==> config.mk <==
export PLATFORM = sky130hd
export DESIGN_NAME = prs_rx_port
export DESIGN_NICKNAME = d
export VERILOG_FILES = /design/src/hw/prs_pkg.sv /design/src/hw/prs_fifo_if.sv /design/src/hw/prs_fifo.sv /design/src/hw/prs_rx_port.sv
export VERILOG_INCLUDE_DIRS = /design/src /design/src/hw
export SDC_FILE = /design/constraint.sdc
export NUM_CORES = 1
export LEC_CHECK = 0
export ABC_AREA = 1
export BUFFER_PORTS_ARGS = -buffer_cell sky130_fd_sc_hd__buf_2
export CORE_MARGIN = 5
export CORE_UTILIZATION = 60
export DETAILED_ROUTE_END_ITERATION = 8
export GPL_ROUTABILITY_DRIVEN = 0
export PLACE_DENSITY = 0.83
export SLEW_MARGIN = 20
export SYNTH_ARGS = -nofsm -noshare
export SYNTH_HDL_FRONTEND = slang
export SYNTH_SLANG_ARGS = --single-unit
==> constraint.sdc <==
create_clock -name MCLK -period 3.7 [get_ports MCLK]
set_input_delay 0.185 -clock MCLK [delete_from_list [all_inputs] [get_ports MCLK]]
set_output_delay 0.185 -clock MCLK [all_outputs]
set_load 0.02 [all_outputs]
==> src/hw/prs_regs.svh <==
`ifndef PRS_REGS_SVH
`define PRS_REGS_SVH

// ----------------------------------------
// Strap defaults and reset values
// ----------------------------------------
`define PRS_ADDR_RST 5'h01
`define PRS_RXD_STRAP_DFLT 4'h0
`define PRS_COL_STRAP_DFLT 1'b1
`define PRS_XOVER_STRAP_RST 1'b1
`define PRS_LEDCFG_STRAP_RST 1'b1

// ----------------------------------------
// Data word layout and buffering
// ----------------------------------------
`define PRS_WORD_W 5
`define PRS_W_ERR 4
`define PRS_FIFO_DEPTH 8
`define PRS_CORRUPT_NIB 4'h5
`define PRS_RMII_MASK 4'h3
`define PRS_SYNC_W 17

`endif

==> src/hw/prs_pkg.sv <==
// ----------------------------------------
// Shared types of the receive status port
// ----------------------------------------
package prs_pkg;

   typedef logic [3:0] prs_nib_t;

   typedef struct packed {
      logic err;
      prs_nib_t sym;
   } prs_word_s;

   // Gray coded along idle, send, last, gap
   typedef enum logic [1:0] {
      PRS_IDLE = 2'h0,
      PRS_SEND = 2'h1,
      PRS_LAST = 2'h3,
      PRS_GAP = 2'h2
   } prs_state_e;

endpackage

==> src/hw/prs_fifo_if.sv <==
`timescale 1ns/1ps
`default_nettype none

// ----------------------------------------
// Valid/ready carrier around the symbol buffer
// ----------------------------------------
interface prs_fifo_if #(parameter int WIDTH = 5);
   logic wr_valid;
   logic wr_ready;
   logic [WIDTH-1:0] wr_data;
   logic rd_valid;
   logic rd_ready;
   logic [WIDTH-1:0] rd_data;

   modport buf_mp (input wr_valid, input wr_data, input rd_ready,
                   output wr_ready, output rd_valid, output rd_data);
   modport user_mp (output wr_valid, output wr_data, output rd_ready,
                    input wr_ready, input rd_valid, input rd_data);
endinterface

`default_nettype wire

==> src/hw/prs_fifo.sv <==
`timescale 1ns/1ps
`default_nettype none

// ----------------------------------------
// Symbol buffer, power of two depth
// ----------------------------------------
module prs_fifo #(
   parameter int WIDTH = 5,
   parameter int DEPTH = 8
) (
   input wire logic clk,
   input wire logic rst_n,
   prs_fifo_if.buf_mp port
);
   import prs_pkg::*;

   localparam int AW = $clog2(DEPTH);

   logic [WIDTH-1:0] mem [DEPTH];
   logic [AW:0] wr_ptr_q;
   logic [AW:0] rd_ptr_q;
   logic full;
   logic empty;
   logic push;
   logic pop;

   // Extra pointer bit tells full from empty
   assign empty = (wr_ptr_q == rd_ptr_q);
   assign full = (wr_ptr_q[AW] != rd_ptr_q[AW]) && (wr_ptr_q[AW-1:0] == rd_ptr_q[AW-1:0]);
   assign port.wr_ready = !full;
   assign port.rd_valid = !empty;
   assign port.rd_data = mem[rd_ptr_q[AW-1:0]];
   assign push = port.wr_valid && !full;
   assign pop = port.rd_ready && !empty;

   // Storage, no reset needed
   always_ff @(posedge clk) begin
      if (push) begin
         mem[wr_ptr_q[AW-1:0]] <= port.wr_data;
      end
   end

   // Write pointer
   always_ff @(posedge clk) begin
      if (!rst_n) begin
         wr_ptr_q <= '0;
      end else if (push) begin
         wr_ptr_q <= wr_ptr_q + 1'b1;
      end
   end

   // Read pointer
   always_ff @(posedge clk) begin
      if (!rst_n) begin
         rd_ptr_q <= '0;
      end else if (pop) begin
         rd_ptr_q <= rd_ptr_q + 1'b1;
      end
   end

endmodule

`default_nettype wire

==> src/hw/prs_rx_port.sv <==
// Summary of operation
// - Valid follows data, not carrier sense
// - Error flag marks bad symbol, link timed
// - Errored symbols delivered as corrupt data
// - Data on link clock, valid-qualified, nibble/dibit
// - Address straps: data pins low, collision high
// - Unstrapped address reads as one
// - MII carrier sense while medium busy
// - RMII merges carrier and valid
// - Full duplex MII collision stays low
// - Half duplex collision when both busy
// - RMII leaves collision unused
// - Line pair signalling follows speed
// - Crossover may receive on transmit pair
// - Crossover may transmit on receive pair
// - MII receive clock regenerated from stream
// - RMII timed by shared reference clock
`timescale 1ns/1ps
`default_nettype none
`include "prs_regs.svh"

module prs_rx_port (
   input wire logic MCLK,
   input wire logic RESETN,
   // Configuration from same-clock logic
   input wire logic RMII_MODE,
   input wire logic FULL_DUPLEX,
   input wire logic SPEED_100,
   input wire logic MDIX_ACTIVE,
   input wire logic TX_ACTIVE,
   input wire logic TX_LINE_BIT,
   // Decoder side, recovered or reference clock
   input wire logic LINK_CLK,
   input wire logic LINE_SYM_VALID,
   input wire logic LINE_SYM_ERR,
   input wire prs_pkg::prs_nib_t LINE_SYM,
   input wire logic LINE_ACTIVE,
   output logic LINE_READY,
   // Shared receive and status pins
   output logic RX_CLK_O,
   output logic RECEIVE_DATA_VALID,
   input wire prs_pkg::prs_nib_t RXD_I,
   output prs_pkg::prs_nib_t RXD_O,
   output logic RXD_OE,
   input wire logic RECEIVE_ERROR_FLAG_I,
   output logic RECEIVE_ERROR_FLAG_O,
   output logic RECEIVE_ERROR_FLAG_OE,
   input wire logic CARRIER_SENSE_I,
   output logic CARRIER_SENSE_O,
   output logic CARRIER_SENSE_OE,
   input wire logic COL_I,
   output logic COL_O,
   output logic COL_OE,
   // Line pairs
   input wire logic TX_PAIR_I,
   output logic TX_PAIR_O,
   output logic TX_PAIR_OE,
   input wire logic RX_PAIR_I,
   output logic RX_PAIR_O,
   output logic RX_PAIR_OE,
   output logic LINE_RX_BIT,
   output logic PAIR_MODE_100,
   // Captured straps
   output logic [4:0] PHY_ADDRESS_STRAP,
   output logic CROSSOVER_ENABLE_STRAP,
   output logic INDICATOR_CONFIG_STRAP
);
   import prs_pkg::*;

   // ----------------------------------------
   // Helpers
   // ----------------------------------------
   // RMII carries a dibit, upper lines stay low
   function automatic prs_nib_t lane_mask(input logic rmii, input prs_nib_t nib);
      lane_mask = rmii ? (nib & `PRS_RMII_MASK) : nib;
   endfunction

   // ----------------------------------------
   // Input synchronisers
   // ----------------------------------------
   logic [`PRS_SYNC_W-1:0] sync_in;
   logic [`PRS_SYNC_W-1:0] sync_s1;
   logic [`PRS_SYNC_W-1:0] sync_s2;

   assign sync_in = {LINK_CLK, LINE_SYM_VALID, LINE_SYM_ERR, LINE_SYM, LINE_ACTIVE,
                     RXD_I, COL_I, RECEIVE_ERROR_FLAG_I, CARRIER_SENSE_I,
                     TX_PAIR_I, RX_PAIR_I};

   // Two flops per bit; data changes away from the link rising edge,
   // so all bits settle together before that edge is seen here
   genvar gi;
   generate
      for (gi = 0; gi < `PRS_SYNC_W; gi++) begin : g_sync
         always_ff @(posedge MCLK) begin
            sync_s1[gi] <= sync_in[gi];
            sync_s2[gi] <= sync_s1[gi];
         end
      end
   endgenerate

   logic link_clk_s;
   logic sym_valid_s;
   logic sym_err_s;
   prs_nib_t sym_s;
   logic active_s;
   prs_nib_t rxd_pin_s;
   logic col_pin_s;
   logic rxer_pin_s;
   logic crs_pin_s;
   logic tx_pair_s;
   logic rx_pair_s;

   assign {link_clk_s, sym_valid_s, sym_err_s, sym_s, active_s,
           rxd_pin_s, col_pin_s, rxer_pin_s, crs_pin_s,
           tx_pair_s, rx_pair_s} = sync_s2;

   // ----------------------------------------
   // Link clock edges
   // ----------------------------------------
   logic link_clk_q;
   logic rise_evt;
   logic fall_evt;

   // Third stage only for edge finding
   always_ff @(posedge MCLK) begin
      if (!RESETN) begin
         link_clk_q <= 1'b0;
      end else begin
         link_clk_q <= link_clk_s;
      end
   end

   assign rise_evt = link_clk_s && !link_clk_q;
   assign fall_evt = !link_clk_s && link_clk_q;

   // ----------------------------------------
   // Strap capture
   // ----------------------------------------
   logic [4:0] addr_q;
   logic xover_q;
   logic ledcfg_q;
   logic drive_q;

   // Pins are inputs while reset is low; the last sample before
   // release is kept. Hold reset four cycles so the syncs fill.
   always_ff @(posedge MCLK) begin
      if (!RESETN) begin
         addr_q <= {rxd_pin_s, col_pin_s};
         xover_q <= rxer_pin_s;
         ledcfg_q <= crs_pin_s;
      end
   end

   // Drivers come on one cycle after release, never during reset
   always_ff @(posedge MCLK) begin
      if (!RESETN) begin
         drive_q <= 1'b0;
      end else begin
         drive_q <= 1'b1;
      end
   end

   // With pins left open the pulls give rxd low and col high
   assign PHY_ADDRESS_STRAP = addr_q;
   assign CROSSOVER_ENABLE_STRAP = xover_q;
   assign INDICATOR_CONFIG_STRAP = ledcfg_q;
   assign RXD_OE = drive_q;
   assign RECEIVE_ERROR_FLAG_OE = drive_q;
   assign CARRIER_SENSE_OE = drive_q;
   assign COL_OE = drive_q;

   // ----------------------------------------
   // Symbol buffer
   // ----------------------------------------
   prs_fifo_if #(.WIDTH(`PRS_WORD_W)) sym_if ();
   prs_word_s rd_word;

   // Taken on the link rising edge, as the decoder presents it
   assign sym_if.wr_valid = rise_evt && sym_valid_s;
   assign sym_if.wr_data = {sym_err_s, sym_s};
   assign LINE_READY = sym_if.wr_ready;
   assign rd_word = sym_if.rd_data;

   prs_fifo #(.WIDTH(`PRS_WORD_W), .DEPTH(`PRS_FIFO_DEPTH)) u_fifo (
      .clk(MCLK),
      .rst_n(RESETN),
      .port(sym_if.buf_mp)
   );

   // ----------------------------------------
   // Output sequencer
   // ----------------------------------------
   prs_state_e state_q;
   prs_state_e state_d;
   logic pop;

   // Pops only on the falling link edge, so the MAC sees
   // half a link period of setup before its rising edge
   assign pop = fall_evt && (state_q == PRS_IDLE || state_q == PRS_SEND);
   assign sym_if.rd_ready = pop;

   always_comb begin
      state_d = state_q;
      case (state_q)
         PRS_IDLE: begin
            if (fall_evt && sym_if.rd_valid) begin
               state_d = PRS_SEND;
            end
         end
         PRS_SEND: begin
            if (fall_evt && !sym_if.rd_valid) begin
               state_d = PRS_LAST;
            end
         end
         PRS_LAST: begin
            state_d = PRS_GAP;
         end
         PRS_GAP: begin
            state_d = PRS_IDLE;
         end
         default: begin
            state_d = PRS_IDLE;
         end
      endcase
   end

   always_ff @(posedge MCLK) begin
      if (!RESETN) begin
         state_q <= PRS_IDLE;
      end else begin
         state_q <= state_d;
      end
   end

   // ----------------------------------------
   // Receive data, valid and error
   // ----------------------------------------
   logic dv_q;
   logic rxer_q;
   prs_nib_t rxd_q;
   logic pop_ok;

   assign pop_ok = pop && sym_if.rd_valid;

   // Valid tracks buffered symbols only, carrier plays no part
   always_ff @(posedge MCLK) begin
      if (!RESETN) begin
         dv_q <= 1'b0;
      end else if (fall_evt) begin
         dv_q <= pop_ok;
      end
   end

   // Error goes out with its symbol on the same link edge
   always_ff @(posedge MCLK) begin
      if (!RESETN) begin
         rxer_q <= 1'b0;
      end else if (fall_evt) begin
         rxer_q <= pop_ok && rd_word.err;
      end
   end

   // Bad symbols replaced so a MAC ignoring the flag still drops them
   always_ff @(posedge MCLK) begin
      if (!RESETN) begin
         rxd_q <= '0;
      end else if (fall_evt) begin
         if (!pop_ok) begin
            rxd_q <= '0;
         end else if (rd_word.err) begin
            rxd_q <= lane_mask(RMII_MODE, `PRS_CORRUPT_NIB);
         end else begin
            rxd_q <= lane_mask(RMII_MODE, rd_word.sym);
         end
      end
   end

   assign RECEIVE_DATA_VALID = dv_q;
   assign RECEIVE_ERROR_FLAG_O = rxer_q;
   assign RXD_O = rxd_q;

   // ----------------------------------------
   // Receive clock
   // ----------------------------------------
   logic rx_clk_q;

   // MII regenerates the stream clock; RMII uses the shared reference
   always_ff @(posedge MCLK) begin
      if (!RESETN) begin
         rx_clk_q <= 1'b0;
      end else begin
         rx_clk_q <= !RMII_MODE && link_clk_s;
      end
   end

   assign RX_CLK_O = rx_clk_q;

   // ----------------------------------------
   // Carrier sense and collision
   // ----------------------------------------
   logic crs_q;
   logic col_q;

   always_ff @(posedge MCLK) begin
      if (!RESETN) begin
         crs_q <= 1'b0;
      end else if (RMII_MODE) begin
         crs_q <= active_s || dv_q;
      end else begin
         crs_q <= active_s;
      end
   end

   // Collision is a level, only half duplex MII reports it
   always_ff @(posedge MCLK) begin
      if (!RESETN) begin
         col_q <= 1'b0;
      end else if (RMII_MODE || FULL_DUPLEX) begin
         col_q <= 1'b0;
      end else begin
         col_q <= active_s && TX_ACTIVE;
      end
   end

   assign CARRIER_SENSE_O = crs_q;
   assign COL_O = col_q;

   // ----------------------------------------
   // Line pair routing
   // ----------------------------------------
   logic swap_q;
   logic mode100_q;
   logic line_rx_q;
   logic tx_bit_q;

   // Swap allowed only when strapped in; registered so pairs flip together
   always_ff @(posedge MCLK) begin
      if (!RESETN) begin
         swap_q <= 1'b0;
         mode100_q <= 1'b0;
         tx_bit_q <= 1'b0;
      end else begin
         swap_q <= xover_q && MDIX_ACTIVE;
         mode100_q <= SPEED_100;
         tx_bit_q <= TX_LINE_BIT;
      end
   end

   always_ff @(posedge MCLK) begin
      if (!RESETN) begin
         line_rx_q <= 1'b0;
      end else begin
         line_rx_q <= swap_q ? tx_pair_s : rx_pair_s;
      end
   end

   assign TX_PAIR_O = swap_q ? 1'b0 : tx_bit_q;
   assign TX_PAIR_OE = !swap_q;
   assign RX_PAIR_O = swap_q ? tx_bit_q : 1'b0;
   assign RX_PAIR_OE = swap_q;
   assign LINE_RX_BIT = line_rx_q;
   assign PAIR_MODE_100 = mode100_q;
endmodule

`default_nettype wire

---- Word-level counts from Yosys, hierarchy flattened ----
Memory sizes are Yosys's and may differ from the RTL's. A register that Yosys moved wholly into a read port is not among the register bits.
Index checks and enable logic that the tools add are counted.
storage, ports and cells
  bits in registers ....................... 66
  bits in writable memories ............... 40
  input port bits ......................... 25
  output and inout bits ................... 27
  word-level logic and storage cells ...... 105
  memories kept ........................... 1
memory list
  name        words  width  read ports  clocked after Yosys merged registers in  write ports  RTL line        source
  u_fifo.mem  8      5      1           1                                        1            prs_fifo.sv:19  logic [WIDTH-1:0] mem [DEPTH];
operators by class
  add/sub/neg operators ................... 2
  equal/unequal tests ..................... 8
  multiplexer cells ....................... 16
  bitwise operators ....................... 1
  reductions and logical operators ........ 25
operators with widths
  kind                                           count
  logical AND 1 bit                              13
  2-to-1 mux 4 bit                               3
  2-to-1 mux 3 bit                               3
  adder 4 x 1 -> 4 bit, second input constant    2
  case mux 2 bit (4 select lines)                1
  2-to-1 mux 1 bit                               7
  zero test 1 bit                                6
  == test 2 bit, second input constant           2
  == test 4 bit                                  1
  2-to-1 mux 2 bit                               2
  != test 2 x 1 -> 1 bit, second input constant  2
  == test 3 bit                                  1
  logical OR 1 bit                               3
  == test 2 x 1 -> 1 bit, second input constant  1
  zero test 2 bit                                1
  AND reduction 2 bit                            1
  OR reduction 2 bit                             1
  != test 1 bit                                  1
  inverter 1 bit                                 1

---- Logic depth before layout (Yosys ltp) ----
  depth in word-level cells ............... 6
  gate-level depth with buffers ........... 11
  depth with buffers taken out ............ 10

---- By module ----
From an unflattened synthesis, not the netlist that was laid out.
unflattened totals
  cell total of the unflattened synthesis .. 347
  area total of the unflattened synthesis .. 3733.6 um^2
by module, submodules not included
  module       times used  cells each  area an instance (um^2)  sequential area each (um^2)
  prs_fifo     1           223         2194.6                   1421.4
  prs_rx_port  1           124         1539.0                   1231.2

---- Worst setup path after synthesis ----
No wires, ideal clock.
  path kind ............................... register to register
  start ................................... register u_fifo.wr_ptr_q[0]
  end ..................................... memory u_fifo.mem[1][0], enable pin
  library setup time ...................... 374 ps
  arrival ................................. 1310 ps
  data required time ...................... 3326 ps
  path slack .............................. 2016 ps
  stages on the path, launching flop included .. 8
  buffers on the path ..................... 0
  period minus slack after synthesis ...... 1684 ps
  path through ............................ dfxtp_1 inv_2 nand2_2 nand2_4 nor2_8 nand3_2 nand2_4 nor3_1
on the way
  cells in the longest elaborated chain, start to end .. 6
RTL lines
  element                                 RTL line           source
  start, declared                         prs_fifo.sv:20     logic [AW:0] wr_ptr_q;
  start signal, assigned                  prs_fifo.sv:48     wr_ptr_q <= wr_ptr_q + 1'b1;
  == test 3 bit                           prs_fifo.sv:29     assign full = (wr_ptr_q[AW] != rd_ptr_q[AW]) && (wr_ptr_q[AW-1:0] == rd_ptr_q[AW-1:0]);
  logical AND 1 bit                       prs_fifo.sv:29
  zero test 1 bit                         -
  named net LINE_READY                    prs_rx_port.sv:38  output logic LINE_READY,
  logical AND 1 bit                       prs_fifo.sv:33     assign push = port.wr_valid && !full;
  2-to-1 mux 1 bit                        prs_fifo.sv:38     if (push) begin
  2-to-1 mux 1 bit (implied by the code)  prs_fifo.sv:39     mem[wr_ptr_q[AW-1:0]] <= port.wr_data;
  end, declared                           prs_fifo.sv:19
The timed path passes the listed nets, and every way through them passes these cells.

---- Worst setup path in the final report ----
  start ................................... register u_fifo.wr_ptr_q[2]
  end ..................................... memory u_fifo.mem[1][0], enable pin
on the way
  cells in the longest elaborated chain, start to end .. 6
RTL lines
  element                                 RTL line
  == test 3 bit                           prs_fifo.sv:29
  logical AND 1 bit                       prs_fifo.sv:29
  zero test 1 bit                         prs_fifo.sv:33
  logical AND 1 bit                       prs_fifo.sv:33
  2-to-1 mux 1 bit                        prs_fifo.sv:38
  2-to-1 mux 1 bit (implied by the code)  prs_fifo.sv:39
Several ways; a longest one is shown, not always the timed one.

==> reports/qor.yml <==
detailed_routing:
  drc_errors: 0
  drtIter0Drc: 182
  vias: 2567
  post_drt_via_cell_ratio: 4.99
  routedWlPerCell_um: 14.3
  wirelength_mm: 7.37
  ant_nets: 0
  first_pass_iters: 4
cts:
  cts_root_buf: "clkbuf_8"
  clock_path_buffers: 2
  clock_sinks: 109
  cts_tree: "built"
  cts_htree_levels: 3
  post_cts_buffers: 0
  cts.clk_slew.worst_paths_ns: 0.10
  insertion_delay_ns: 0.38
  numCtsBuffers: 9
  post_cts_resized: 0
layout:
  multi_input_area_um2: 946
  final_cell_mix: "nand2_1 (88), dfxtp_1 (62), buf_2 (51), edfxtp_1 (47), inv_1 (41)"
  nFillCells: 449
  drive_above_1_share_pct: 23.2
  final_common_cell: "nand2_1"
  syn2layout_area_growth_pct: 17.9
  fin_nets: 458
  register_area_um2: 2650
place:
  port_buffers: 51
  dp_hpwl_mm: 4.62
  pre_cts_ws_ns: 1.71
power:
  power_density_nw_per_um2: 473
  peakVddDrop_mv: 0.297
  p_leak_nw: 1.96
critical_path:
  path_class: "register to register"
  start_kind: "register"
  critPathLaunch: "u_fifo.wr_ptr_q[2]"
  worstPathArrival_ns: 2.07
  critPathMaxFanout: 10
  r2r-start: "u_fifo.wr_ptr_q[2]"
  required_ns: 3.70
  endpoint_kind: "register"
sta:
  period_share_pct: 56.0
  finalSetupViolCount: 0
  finClkSkew_ns: 0.0166
  timing.final.ws_setup_ns: 1.63
  drv_slew: 0
  worstMarginPinSlew_ns: 0.921
  slew_headroom_pct: 38.1
  rsz0062_at_grt: "false"
  setup_tns_ns: 0
  final.min_clock_period_ns: 2.07
  hold_viol: 0
  fmax_mhz: 483
synthesis:
  synth_seq_cells: 109
  ys_types: 29
  seq_area_frac_synth_pct: 68.8
  syn_nets: 384
  syn_inst: 357
  yosysWarningCount: 0
  synth_area_um2: 3860
  avgSynthCellArea_um2: 10.8
die:
  rows: 29
  core_area_um2: 6310
  initial_core_util_pct: 61.1
  die_y_um: 90.2
  io-pin-count: 52
  die_x_um: 90.2
  dieArea_um2: 8130
grt:
  globalRouteTotalUtil_pct: 18.7
  grt_start_max_net_pins: 22
  grt_pass1_vias: 2488
  grt_pass1_wl_mm: 12.0
  grt-ovfl-total: 0
  grt_antenna_before_repair: 1
flow_run:
  cap_violations: 0
worst_hold_path:
  worstHoldStart: "TX_ACTIVE"
  hold_path.class: "primary input to register"
status:
  status: "finished, final reports clean"
## metrics by stage
step	instances	hold slack, ns	cell area (um^2)	total power [W]	utilization [%]
3_5_place_dp	476	0.289	4140	0.00145	65.5
2_1_floorplan	357	0.213	3860	0.00141	-
3_3_place_gp	476	0.287	4140	0.00145	65.5
6_report	514	0.0307	4550	0.00215	72.0
4_1_cts	513	0.0224	4540	0.00216	72.0
5_1_grt	514	0.0285	4550	0.00223	72.0
## metal layers
| metal | GRT usage, % | up-vias | wire [um] |
|---|---|---|---|
| li1 | - | 1289 | - |
| met1 | 23.1 | 1188 | 3070 |
| met2 | 31.3 | 76 | 3720 |
| met3 | 4.26 | 14 | 444 |
| met4 | 8.44 | 0 | 137 |
| met5 | 0 | - | 0 |
## repair_timing
| action | CTS | global route |
|---|---|---|
| setup endpoints to repair | 0 | 0 |
| hold buffers | 21 | 0 |
| endpoints found under the hold margin | 21 | 0 |
## synth_stat cells
master,count,share of area [%]
a21oi_1,8,1.0
a21oi_2,4,0.91
buf_12,1,0.52
buf_2,5,0.65
buf_4,3,0.58
buf_6,1,0.29
clkinv_1,1,0.097
dfxtp_1,62,32
edfxtp_1,47,37
ha_1,2,0.65
inv_1,41,4.0
inv_2,6,0.58
nand2_1,88,8.6
nand2_2,5,0.81
nand2_4,5,1.5
nand3_1,21,2.7
nand3_2,1,0.26
nor2_1,22,2.1
nor2_2,5,0.81
nor2_4,2,0.58
nor2_8,1,0.52
nor3_1,5,0.65
nor3_2,2,0.52
nor3b_1,1,0.19
o21ai_0,11,1.4
o21ai_1,2,0.26
o21ai_2,2,0.45
o22ai_1,2,0.32
xor2_1,1,0.23
## path summary, 6_finish.rpt
path | to | slack, ns | depth (start not counted)
max | u_fifo.mem[1][0] | 1.63 | 6
min | COL_O | 0.03 | 3
max reg2reg | u_fifo.mem[1][0] | 1.63 | 6
min reg2reg | rx_pair_s | 0.33 | 0
## flip-flops by register name, indices dropped and copies added (netlist names), 2 cells and up, named ones only
signal	cells
sync_s1	17
u_fifo.wr_ptr_q	4
u_fifo.mem	40
PHY_ADDRESS_STRAP	5
rxd_pin_s	4
state_q	2
RXD_O	4
sym_if.wr_data	4
u_fifo.rd_ptr_q	4
## worst max-delay path, stage by stage (launching register included)
cell and delay [ns]:
dfxtp_1 0.49, nand2_1 0.10, nand2_2 0.10, inv_1 0.05, nand3_2 0.09, nand2_4 0.11, nor3_1 0.74
## kinds of logic after synthesis
family | count (synthesis) | share of synthesized area [%]
AO/OA/AOI/OAI | 29 | 4.41
buffers and inverters | 58 | 6.71
XOR/XNOR | 1 | 0.227
flip-flops | 109 | 68.8
AND/OR/NAND/NOR | 158 | 19.2
adder cells (fa/ha/maj) | 2 | 0.649
## report_power, final
part	internal, W	switching, W
Clock	0.000294	0.000409
Combinational	0.0000547	0.0000809
Sequential	0.00129	0.0000199
Total	0.00164	0.000510
## final cells by class
class | instances | area share [%]
well taps | 77 | 2.12
flip-flops and latches | 109 | 58.3
multi-input cells | 190 | 20.8
repair buffers | 73 | 10.4
clock buffers | 10 | 3.27
diodes | 1 | 0.0550
clock inverters | 6 | 1.05
inverters | 48 | 3.96
No activity file was read; power rests on OpenSTA's default activity.
